## src/common/amos_map.vh

```
// register offsets, field positions, reset values and divider counts
`ifndef AMOS_MAP_VH
`define AMOS_MAP_VH

// register offsets
`define AMOS_CONTROL_OFS 8'h07
`define AMOS_A0_SEC_OFS 8'h0A
`define AMOS_A0_MIN_OFS 8'h0B
`define AMOS_A0_HOUR_OFS 8'h0C
`define AMOS_A0_WKDAY_OFS 8'h0D
`define AMOS_A0_DATE_OFS 8'h0E
`define AMOS_A0_MONTH_OFS 8'h0F
`define AMOS_A1_SEC_OFS 8'h11
`define AMOS_A1_MIN_OFS 8'h12
`define AMOS_A1_HOUR_OFS 8'h13
`define AMOS_A1_WKDAY_OFS 8'h14
`define AMOS_A1_DATE_OFS 8'h15
`define AMOS_A1_MONTH_OFS 8'h16

// alarm weekday and config fields
`define AMOS_WK_POL_BIT 7
`define AMOS_WK_SEL_HI 6
`define AMOS_WK_SEL_LO 4
`define AMOS_WK_FLAG_BIT 3
`define AMOS_HOUR_FMT_BIT 6

// control fields
`define AMOS_CTL_LEVEL_BIT 7
`define AMOS_CTL_SQW_EN_BIT 6
`define AMOS_CTL_A1_EN_BIT 5
`define AMOS_CTL_A0_EN_BIT 4

// match select codes
`define AMOS_SEL_SEC 3'h0
`define AMOS_SEL_MIN 3'h1
`define AMOS_SEL_HOUR 3'h2
`define AMOS_SEL_WKDAY 3'h3
`define AMOS_SEL_DATE 3'h4
`define AMOS_SEL_ALL 3'h7

// reset values
`define AMOS_CONTROL_RST 8'h80
`define AMOS_WKDAY_RST 3'h1
`define AMOS_DATE_RST 6'h01
`define AMOS_MONTH_RST 5'h01

// half periods of the square wave minus one, in oscillator rising edges
`define AMOS_HALF_DIV32768 14'h3FFF
`define AMOS_HALF_DIV8 14'h0003
`define AMOS_HALF_DIV4 14'h0001

`endif

```

## src/hw/amos_match_eval.v

```verilog
// comparison of one alarm's stored values against the current time
`timescale 1ns/1ps
module amos_match_eval (
    input wire [2:0] match_sel,
    input wire [6:0] alarm_sec,
    input wire [6:0] alarm_min,
    input wire [5:0] alarm_hour,
    input wire [2:0] alarm_wkday,
    input wire [5:0] alarm_date,
    input wire [4:0] alarm_month,
    input wire [6:0] now_sec,
    input wire [6:0] now_min,
    input wire [5:0] now_hour,
    input wire [2:0] now_wkday,
    input wire [5:0] now_date,
    input wire [4:0] now_month,
    output reg match
);
`include "amos_map.vh"

    wire sec_eq;
    wire min_eq;
    wire hour_eq;
    wire wkday_eq;
    wire date_eq;
    wire month_eq;

    assign sec_eq = (alarm_sec == now_sec);
    assign min_eq = (alarm_min == now_min);
    // bits 5..0 carry meridiem and tens in 12-hour, two-bit tens in 24-hour
    assign hour_eq = (alarm_hour == now_hour);
    assign wkday_eq = (alarm_wkday == now_wkday);
    assign date_eq = (alarm_date == now_date);
    assign month_eq = (alarm_month == now_month);

    always @* begin
        case (match_sel)
            `AMOS_SEL_SEC: match = sec_eq;
            `AMOS_SEL_MIN: match = min_eq;
            `AMOS_SEL_HOUR: match = hour_eq;
            `AMOS_SEL_WKDAY: match = wkday_eq;
            `AMOS_SEL_DATE: match = date_eq;
            `AMOS_SEL_ALL: match = sec_eq & min_eq & hour_eq & wkday_eq &
                date_eq & month_eq;
            // reserved codes never match
            default: match = 1'b0;
        endcase
    end

endmodule // amos_match_eval

```

## src/hw/amos_top.v

```verilog
// dual alarm match, registers and multi-function pin output select
`timescale 1ns/1ps
module amos_top (
    input wire clk,
    input wire resetn,
    input wire ce,
    input wire [7:0] reg_addr,
    input wire [7:0] reg_wdata,
    input wire reg_we,
    output reg [7:0] reg_rdata,
    input wire [6:0] now_sec,
    input wire [6:0] now_min,
    input wire [5:0] now_hour,
    input wire now_format_12h,
    input wire [2:0] now_wkday,
    input wire [5:0] now_date,
    input wire [4:0] now_month,
    input wire sec_tick,
    input wire osc_in,
    output reg multi_function_pin_out,
    output reg multi_function_pin_oe_n,
    output reg first_alarm_match_flag,
    output reg second_alarm_match_flag
);
`include "amos_map.vh"

    ////////////////////////////////////////////////////////////////////////
    // storage

    reg [6:0] sec_reg [0:1];
    reg [6:0] min_reg [0:1];
    reg [5:0] hour_reg [0:1];
    reg [2:0] day_of_week_value_reg [0:1];
    reg [2:0] alarm_match_select_reg [0:1];
    reg alarm_output_polarity_reg [0:1];
    reg [5:0] date_reg [0:1];
    reg [4:0] month_reg [0:1];
    reg [7:0] control_reg;
    reg [1:0] flag_next;
    reg [7:0] rdata_next;
    integer i;
    integer k;

    wire square_wave_enable;
    wire first_alarm_enable;
    wire second_alarm_enable;
    wire [1:0] square_wave_rate_select;
    wire [1:0] alarm_en;
    wire [1:0] match;
    wire [1:0] flag_now;

    assign square_wave_enable = control_reg[`AMOS_CTL_SQW_EN_BIT];
    assign first_alarm_enable = control_reg[`AMOS_CTL_A0_EN_BIT];
    assign second_alarm_enable = control_reg[`AMOS_CTL_A1_EN_BIT];
    assign square_wave_rate_select = control_reg[1:0];
    assign alarm_en = {second_alarm_enable, first_alarm_enable};
    assign flag_now = {second_alarm_match_flag, first_alarm_match_flag};

    ////////////////////////////////////////////////////////////////////////
    // address decode helpers

    // alarm unit (0 or 1) that owns an address
    function alarm_of;
        input [7:0] a;
        begin
            if (a >= `AMOS_A1_SEC_OFS) begin
                alarm_of = 1'b1;
            end else begin
                alarm_of = 1'b0;
            end
        end
    endfunction

    // field within an alarm set: 0 sec .. 5 month, 7 not an alarm register
    function [2:0] field_of;
        input [7:0] a;
        reg [7:0] d;
        begin
            if (a >= `AMOS_A0_SEC_OFS && a <= `AMOS_A0_MONTH_OFS) begin
                d = a - `AMOS_A0_SEC_OFS;
            end else if (a >= `AMOS_A1_SEC_OFS &&
                         a <= `AMOS_A1_MONTH_OFS) begin
                d = a - `AMOS_A1_SEC_OFS;
            end else begin
                d = 8'h07;
            end
            field_of = d[2:0];
        end
    endfunction

    wire wr_alarm;
    wire [2:0] wr_field;

    assign wr_alarm = alarm_of(reg_addr);
    assign wr_field = field_of(reg_addr);

    ////////////////////////////////////////////////////////////////////////
    // match evaluation

    genvar g;
    generate
        for (g = 0; g < 2; g = g + 1) begin : g_eval
            amos_match_eval u_eval (
                .match_sel(alarm_match_select_reg[g]),
                .alarm_sec(sec_reg[g]),
                .alarm_min(min_reg[g]),
                .alarm_hour(hour_reg[g]),
                .alarm_wkday(day_of_week_value_reg[g]),
                .alarm_date(date_reg[g]),
                .alarm_month(month_reg[g]),
                .now_sec(now_sec),
                .now_min(now_min),
                .now_hour(now_hour),
                .now_wkday(now_wkday),
                .now_date(now_date),
                .now_month(now_month),
                .match(match[g])
            );
        end
    endgenerate

    ////////////////////////////////////////////////////////////////////////
    // match flags

    always @* begin
        for (i = 0; i < 2; i = i + 1) begin
            flag_next[i] = flag_now[i];
            // any weekday write clears, whatever bit 3 holds
            if (reg_we && wr_field == 3'h3 && wr_alarm == i[0]) begin
                flag_next[i] = 1'b0;
                // still matching at the clear: set again, set wins
                if (alarm_en[i] && match[i]) begin
                    flag_next[i] = 1'b1;
                end
            end
            if (alarm_en[i] && match[i] && sec_tick) begin
                flag_next[i] = 1'b1;
            end
        end
    end

    always @(posedge clk or negedge resetn) begin
        if (!resetn) begin
            first_alarm_match_flag <= 1'b0;
            second_alarm_match_flag <= 1'b0;
        end else if (ce) begin
            first_alarm_match_flag <= flag_next[0];
            second_alarm_match_flag <= flag_next[1];
        end
    end

    ////////////////////////////////////////////////////////////////////////
    // register writes

    always @(posedge clk or negedge resetn) begin
        if (!resetn) begin
            for (k = 0; k < 2; k = k + 1) begin
                sec_reg[k] <= 7'h00;
                min_reg[k] <= 7'h00;
                hour_reg[k] <= 6'h00;
                day_of_week_value_reg[k] <= `AMOS_WKDAY_RST;
                alarm_match_select_reg[k] <= 3'h0;
                alarm_output_polarity_reg[k] <= 1'b0;
                date_reg[k] <= `AMOS_DATE_RST;
                month_reg[k] <= `AMOS_MONTH_RST;
            end
            control_reg <= `AMOS_CONTROL_RST;
        end else if (ce && reg_we) begin
            if (reg_addr == `AMOS_CONTROL_OFS) begin
                control_reg <= reg_wdata;
            end else if (wr_field == 3'h0) begin
                sec_reg[wr_alarm] <= reg_wdata[6:0];
            end else if (wr_field == 3'h1) begin
                min_reg[wr_alarm] <= reg_wdata[6:0];
            end else if (wr_field == 3'h2) begin
                hour_reg[wr_alarm] <= reg_wdata[5:0];
            end else if (wr_field == 3'h3) begin
                alarm_output_polarity_reg[wr_alarm] <=
                    reg_wdata[`AMOS_WK_POL_BIT];
                alarm_match_select_reg[wr_alarm] <=
                    reg_wdata[`AMOS_WK_SEL_HI:`AMOS_WK_SEL_LO];
                day_of_week_value_reg[wr_alarm] <= reg_wdata[2:0];
            end else if (wr_field == 3'h4) begin
                date_reg[wr_alarm] <= reg_wdata[5:0];
            end else if (wr_field == 3'h5) begin
                month_reg[wr_alarm] <= reg_wdata[4:0];
            end
        end
    end

    ////////////////////////////////////////////////////////////////////////
    // register reads, one cycle after the address

    always @* begin
        rdata_next = 8'h00;
        if (reg_addr == `AMOS_CONTROL_OFS) begin
            rdata_next = control_reg;
        end else if (wr_field == 3'h0) begin
            rdata_next = {1'b0, sec_reg[wr_alarm]};
        end else if (wr_field == 3'h1) begin
            rdata_next = {1'b0, min_reg[wr_alarm]};
        end else if (wr_field == 3'h2) begin
            rdata_next = {1'b0, now_format_12h, hour_reg[wr_alarm]};
        end else if (wr_field == 3'h3) begin
            rdata_next = {alarm_output_polarity_reg[wr_alarm],
                          alarm_match_select_reg[wr_alarm],
                          flag_now[wr_alarm],
                          day_of_week_value_reg[wr_alarm]};
        end else if (wr_field == 3'h4) begin
            rdata_next = {2'b00, date_reg[wr_alarm]};
        end else if (wr_field == 3'h5) begin
            rdata_next = {3'b000, month_reg[wr_alarm]};
        end
    end

    always @(posedge clk or negedge resetn) begin
        if (!resetn) begin
            reg_rdata <= 8'h00;
        end else if (ce) begin
            reg_rdata <= rdata_next;
        end
    end

    ////////////////////////////////////////////////////////////////////////
    // square wave from the oscillator input

    reg osc_meta_reg;
    reg osc_sync_reg;
    reg osc_prev_reg;
    reg [13:0] div_cnt_reg;
    reg sqw_reg;
    reg [13:0] half_limit;
    wire osc_rise;

    always @(posedge clk or negedge resetn) begin
        if (!resetn) begin
            osc_meta_reg <= 1'b0;
            osc_sync_reg <= 1'b0;
            osc_prev_reg <= 1'b0;
        end else if (ce) begin
            osc_meta_reg <= osc_in;
            osc_sync_reg <= osc_meta_reg;
            osc_prev_reg <= osc_sync_reg;
        end
    end

    assign osc_rise = osc_sync_reg & ~osc_prev_reg;

    always @* begin
        case (square_wave_rate_select)
            2'h0: half_limit = `AMOS_HALF_DIV32768;
            2'h1: half_limit = `AMOS_HALF_DIV8;
            default: half_limit = `AMOS_HALF_DIV4;
        endcase
    end

    always @(posedge clk or negedge resetn) begin
        if (!resetn) begin
            div_cnt_reg <= 14'h0000;
            sqw_reg <= 1'b0;
        end else if (ce) begin
            if (!square_wave_enable) begin
                div_cnt_reg <= 14'h0000;
                sqw_reg <= 1'b0;
            end else if (osc_rise) begin
                if (div_cnt_reg >= half_limit) begin
                    div_cnt_reg <= 14'h0000;
                    sqw_reg <= ~sqw_reg;
                end else begin
                    div_cnt_reg <= div_cnt_reg + 14'h0001;
                end
            end
        end
    end

    ////////////////////////////////////////////////////////////////////////
    // pin mode select and open-drain drive

    reg pin_level;
    reg alarm_level;

    always @* begin
        if (first_alarm_enable && second_alarm_enable) begin
            // dual alarm combining uses the first set's polarity bit
            if (alarm_output_polarity_reg[0]) begin
                alarm_level = first_alarm_match_flag |
                    second_alarm_match_flag;
            end else begin
                alarm_level = ~(first_alarm_match_flag &
                    second_alarm_match_flag);
            end
        end else if (first_alarm_enable) begin
            alarm_level = alarm_output_polarity_reg[0] ?
                first_alarm_match_flag : ~first_alarm_match_flag;
        end else begin
            alarm_level = alarm_output_polarity_reg[1] ?
                second_alarm_match_flag : ~second_alarm_match_flag;
        end
    end

    always @* begin
        if (square_wave_enable) begin
            if (square_wave_rate_select == 2'h3) begin
                pin_level = osc_sync_reg;
            end else begin
                pin_level = sqw_reg;
            end
        end else if (first_alarm_enable || second_alarm_enable) begin
            pin_level = alarm_level;
        end else begin
            pin_level = control_reg[`AMOS_CTL_LEVEL_BIT];
        end
    end

    always @(posedge clk or negedge resetn) begin
        if (!resetn) begin
            multi_function_pin_out <= 1'b0;
            multi_function_pin_oe_n <= 1'b1;
        end else if (ce) begin
            multi_function_pin_out <= 1'b0;
            multi_function_pin_oe_n <= pin_level;
        end
    end

endmodule // amos_top

```

## config.mk

```make
export PLATFORM = sky130hd
export DESIGN_NAME = amos_top
export DESIGN_NICKNAME = d
export VERILOG_FILES = /design/src/hw/amos_match_eval.v /design/src/hw/amos_top.v
export VERILOG_INCLUDE_DIRS = /design/src /design/src/common
export SDC_FILE = /design/constraint.sdc
export NUM_CORES = 1
export LEC_CHECK = 0
export ABC_AREA = 1
export BUFFER_PORTS_ARGS = -buffer_cell sky130_fd_sc_hd__buf_4
export CORE_MARGIN = 2
export CORE_UTILIZATION = 65
export CTS_CLUSTER_SIZE = 30
export DETAILED_ROUTE_END_ITERATION = 8
export HOLD_SLACK_MARGIN = 0.15
export PLACE_DENSITY = 0.85
export SLEW_MARGIN = 30
export SYNTH_ARGS = -nofsm -noshare
export SYNTH_HDL_FRONTEND = slang
export SYNTH_SLANG_ARGS = --single-unit
export TNS_END_PERCENT = 1
```

## constraint.sdc

```tcl
create_clock -name clk -period 5.7 [get_ports clk]
set_input_delay 1.14 -clock clk [delete_from_list [all_inputs] [get_ports clk]]
set_output_delay 1.14 -clock clk [all_outputs]
set_load 0.02 [all_outputs]
```

; Word level (Yosys, flattened, before mapping)
; Cells that the tools add are included.
[totals]
wordCells = 202
reg_bits = 113
[op_classes]
reduce_logical = 30
mux = 77
add_sub_neg = 3
n_bitwise = 26
n_eq_ne = 32
magnitude_cmp = 8
[ops]
columns = op, count
row1 = $mux W7, 7
row2 = $mux W6, 8
row3 = $mux W14, 3
row4 = $mux W8, 5
row5 = $bwmux W14, 2
row6 = $eq A7 B7 Y1, 4
row7 = $pmux W14 S2, 1
row8 = $mux W3, 9
row9 = $mux W5, 5
row10 = $bwmux W12, 2
row11 = $eq A6 B6 Y1, 4
row12 = $mux W1, 24
row13 = $eq A3 B2 Y1 const B, 6
row14 = $eq A3 B3 Y1 const B, 6
row15 = $add A14 B1 Y14 const B, 1
row16 = $ge A14 B14 Y1, 1
row17 = $and A1 B1 Y1, 12
row18 = $bwmux W6, 2
row19 = $logic_and A1 B1 Y1, 12
row20 = $not A1 Y1, 12
row21 = $pmux W1 S6, 2
row22 = $bwmux W10, 1
row23 = $eq A5 B5 Y1, 2
row24 = $eq A3 B1 Y1 const B, 3
row25 = 33 further kinds, 42

; Logic depth before layout (Yosys ltp)
[logic_depth]
ltp_word = 13
ltp_mapped = 17

; Modules after synthesis
; From an unflattened synthesis, not the netlist that was laid out.
[hier_totals]
hier_cells = 1036
hier_area_um2 = 7435.9
[modules_own_cells]
columns = mod, cells_each, area_per_inst_um2, instances
row1 = amos_top, 748, 6132.1, 1
row2 = amos_match_eval, 144, 651.9, 2

; Least setup slack after synthesis
; No wires, ideal clock.
[synth_timing]
path_kind = input port to flip-flop
start = input reg_addr[0]
end = register min_reg[12] (netlist name)
slack_ns = 2.948
path_stages = 15
arrival_ns = 2.619
cell_sequence = inv_1 > ha_1 > inv_1 > nor2_2 > a21boi_4 > nand4_2 > nand2_4 > buf_8 > inv_4 > nand2_2 > nor3_4 > nand2_2 > buf_6 > nand2_1 > o21ai_2
[synth_between]
elab_chain_len = 8
[synth_lines]
columns = element, line_no
row1 = "start, declared", amos_top.v:7  ; input wire [7:0] reg_addr,
row2 = $ge A8 B5 Y1 (no source line), n/a
row3 = $mux W1, amos_top.v:66  ; if (a >= `AMOS_A1_SEC_OFS) begin
row4 = $not A1 Y2 (implied by the code), amos_top.v:174  ; min_reg[wr_alarm] <= reg_wdata[6:0];
row5 = $ge A2 B2 Y1 (implied by the code) or $lt A2 B1 Y1 (tied branches), amos_top.v:174
row6 = $logic_and A1 B1 Y1 (implied by the code), amos_top.v:174
row7 = $mux W7 (implied by the code), amos_top.v:174
row8 = $demux W7 S1, amos_top.v:174
row9 = $bwmux W14, amos_top.v:174
row10 = "end signal, assigned by index", amos_top.v:174
row11 = "end, declared", amos_top.v:31  ; reg [6:0] min_reg [0:1];
; Parallel ways exist; a longest one is shown, timed or not.
; A chain may end at the register's enable or synchronous reset.

; Final worst setup path
[layout_timing]
start = input reg_addr[0]
end = register reg_rdata[0]
[layout_between]
elab_chain_len = 13
[layout_lines]
columns = element, line_no
row1 = $ge A8 B5 Y1 (no source line), n/a
row2 = $mux W1, amos_top.v:66
row3 = $not A1 Y2 (implied by the code), n/a
row4 = $mux W5 (implied by the code) (3 in a row), amos_top.v:212  ; rdata_next = {3'b000, month_reg[wr_alarm]};
row5 = $mux W5, amos_top.v:211  ; end else if (wr_field == 3'h5) begin
row6 = $mux W6, amos_top.v:209  ; end else if (wr_field == 3'h4) begin
row7 = $mux W8, amos_top.v:204  ; end else if (wr_field == 3'h3) begin
row8 = $mux W8, amos_top.v:202  ; end else if (wr_field == 3'h2) begin
row9 = $mux W8, amos_top.v:200  ; end else if (wr_field == 3'h1) begin
row10 = $mux W8, amos_top.v:198  ; end else if (wr_field == 3'h0) begin
row11 = $mux W8 (*), amos_top.v:196  ; if (reg_addr == `AMOS_CONTROL_OFS) begin
row12 = "end signal, assigned", amos_top.v:220  ; reg_rdata <= rdata_next;
row13 = "end, declared", amos_top.v:10  ; output reg [7:0] reg_rdata,
; Every way passes the cells marked *; elsewhere a longest branch is shown, timed or not. The select of a mux whose other input is x is not followed.

==> flow_summary.toml <==
[run_status]
status = "finished clean"

[finish]
layout.cells.non_filler = 1247
antennaDiodeCount = 0
fillers = 901
area_delta_synth_final_pct = 14.0
finalNetCount = 1167
layout_common_cells = "nand2_1 (369), inv_1 (106), dfrtp_1 (105), nor2_1 (87), buf_4 (68)"
final_util = 0.751
layout_commonest_cell = "nand2_1"
drive_gt1_frac = 0.169

[timing]
hold_viol = 0
relSlewSlack = 0.494
post-route-min-period_ns = 3.08
tightest_slew_ns = 0.758
hold_ws_ns = 0.497
post-route-period-util = 0.540
final_max_slew_viol_count = 0
setup_viol = 0
finalSetupTns_ns = 0
clock.fmax_ghz = 0.325
rsz0062_at_grt = "no"
fin_skew_ns = 0.00741

[setup_path]
regToRegSetupSlack_ns = 3.28
r2r-start = "control_reg[0]$_DFFE_PN0P_"
worstSetupEndpointType = "register"
crit_path_start_kind = "primary input"
r2r_end = "div_cnt_reg[3]$_DFFE_PN0P_"
cp_max_fo = 53
critPathRequiredTime_ns = 6.02
critPathArrivalTime_ns = 3.40
reg2regPathDepth = 10
crit_type = "primary input to register"

[drt]
num_vias = 6889
viasPerCell = 5.52
wl_mm = 19.2
ant_nets = 0
firstDrtPassIters = 6
drtIter0Drc = 653
drc = 0
wl_per_cell_um = 15.4

[global_routing]
grt_pass1_vias = 6629
grt_busiest_layer = "met2"
grt_max_degree = 77
globalRouteMet2Util = 0.508
overflow = 0
grt_usage = 0.331
antenna_found_initial = 0
grt_pass1_wl_mm = 32.3
use_met3 = 0.0940
grt_util_met1 = 0.440

[power]
intPower_mw = 1.51
p_switching_mw = 0.533
total_leakage_power_nw = 4.22
p_per_area_mw_per_mm2 = 241
switching_share = 0.261
clkPwrFrac = 0.480
seq_power_share = 0.417
p_comb_frac = 0.104
finalPower_mw = 2.04
peakVddDrop_mv = 0.241

[min_path]
min_from = "control_reg[3]$_DFFE_PN0P_"
hold_depth = 2
min_to = "control_reg[3]$_DFFE_PN0P_"
hold_class = "register to register"

[synth]
synth_area_leaders = "dfrtp_1 (35%), nand2_1 (19%), inv_1 (5.4%), nor2_1 (4.5%), o21ai_0 (3.4%)"
ys_ff_latch = 113
synth_cell_types = 44
syn_nets = 1115
synth_top_area_frac = 0.354
netlist_instances = 1039
synthArstFlopShare = 1.00
yosys_warnings = 0
synth_flop_cell = "dfrtp_1"
synth.avg_cell_area_um2 = 7.14
yosysSeqAreaShare = 0.382
syn-cell-area_mm2 = 0.00742
synth_edf_count = 0
synth_top_area_cell = "dfrtp_1"

[place]
portBuffers = 67
placedCellCount = 1215
globalplace.congestion = 0.955
place_hpwl_mm = 13.7

[floorplanning]
dieArea_mm2 = 0.0123
row_count = 39
core_area_mm2 = 0.0113
fp.dieW_um = 111
die_h_um = 111
boundaryPins = 69
start_util = 0.658

[cts]
cts.clk_slew.worst_paths_ns = 0.06
clk_path_buf_depth = 2
cts_buffers = 17
worstSkewPairLatency_ns = 0.43
post_cts_buffers = 0
post_cts_resized = 0
root_buffer = "clkbuf_16"
cts.htree.levels = 4
clkSinkCount = 113
hold_buffers = 0
cts_tree = "built"

[job]
cap_violations = 0
final cells by class:
class / instances / area [um^2] / share of cell area
Multi-Input combinational cell: 777 / 3950 / 0.467
Clock inverter: 10 / 87.6 / 0.0104
Tap cell: 143 / 179 / 0.0211
Clock buffer: 22 / 454 / 0.0537
Timing Repair Buffer: 69 / 522 / 0.0617
Inverter: 113 / 429 / 0.0507
Sequential cell: 113 / 2840 / 0.335
cell families after synthesis:
family,Yosys count,share of synthesized area
xor gates and xnor gates,37,0.0437
buffers and inverters,149,0.0872
other,1,0.000505
AOI/OAI and AO/OA,151,0.121
DFF,113,0.382
adders and majority gates,19,0.0320
and+or+nand+nor,569,0.333
critical path, stage by stage:
cell	delay (ns)
buf_4	0.13
inv_1	0.11
ha_1	0.18
inv_1	0.05
nor2_2	0.17
nand2_1	0.08
nand2_1	0.11
nand3_4	0.44
or2_2	0.49
o21ai_0	0.10
nor2_1	0.07
nor2_1	0.11
nand4_1	0.08
nand2_1	0.07
nand2_1	0.05
power by group through the flow:
stage               logic (mW)  clock network (mW)  registers (mW)
finish                   0.212               0.979           0.852
global route             0.240                1.02           0.854
CTS                      0.210               0.983           0.851
detailed placement       0.208                   0           0.864
global placement         0.203                   0           0.864
floorplan                0.119                   0           0.859
through the flow:
stage | setup slack, ns | area [um^2]
floorplan | 2.95 | 7420
finish | 2.62 | 8460
global route | 2.30 | 8460
global placement | 1.91 | 7910
detailed placement | 1.83 | 7910
CTS | 2.23 | 8450
per-layer routing:
| layer | share of wire | vias to the layer above |
|---|---|---|
| li1 | - | 3392 |
| met5 | 0 | - |
| met4 | 0.042 | 0 |
| met2 | 0.45 | 273 |
| met1 | 0.42 | 3141 |
| met3 | 0.088 | 83 |
worst max-delay path by stage:
stage / start / to / depth (start not counted)
floorplan: reg_addr[0] / min_reg[12]$_DFFE_PN0P_ / 15
global placement: reg_addr[0] / reg_rdata[2]$_DFFE_PN0P_ / 15
detailed placement: reg_addr[0] / reg_rdata[5]$_DFFE_PN0P_ / 15
CTS: reg_addr[0] / reg_rdata[0]$_DFFE_PN0P_ / 15
global route: reg_addr[0] / reg_rdata[4]$_DFFE_PN0P_ / 15
finish: reg_addr[0] / reg_rdata[0]$_DFFE_PN0P_ / 15
cell usage after synthesis (5+ instances only):
cell type	instances
buf_2	12
o21ai_2	28
nand2_1	369
nor2_1	88
clkbuf_1	15
o21ai_0	51
nand3_1	37
nor2_2	10
dfrtp_1	105
nand4_1	20
inv_2	5
nand2_2	8
a21oi_1	24
or2_2	7
xnor2_1	12
buf_6	7
o21ai_1	38
nor3_1	6
dfstp_2	8
nand3_2	9
ha_1	19
xor2_1	25
inv_1	106
Power figures use the tool's default switching activity.
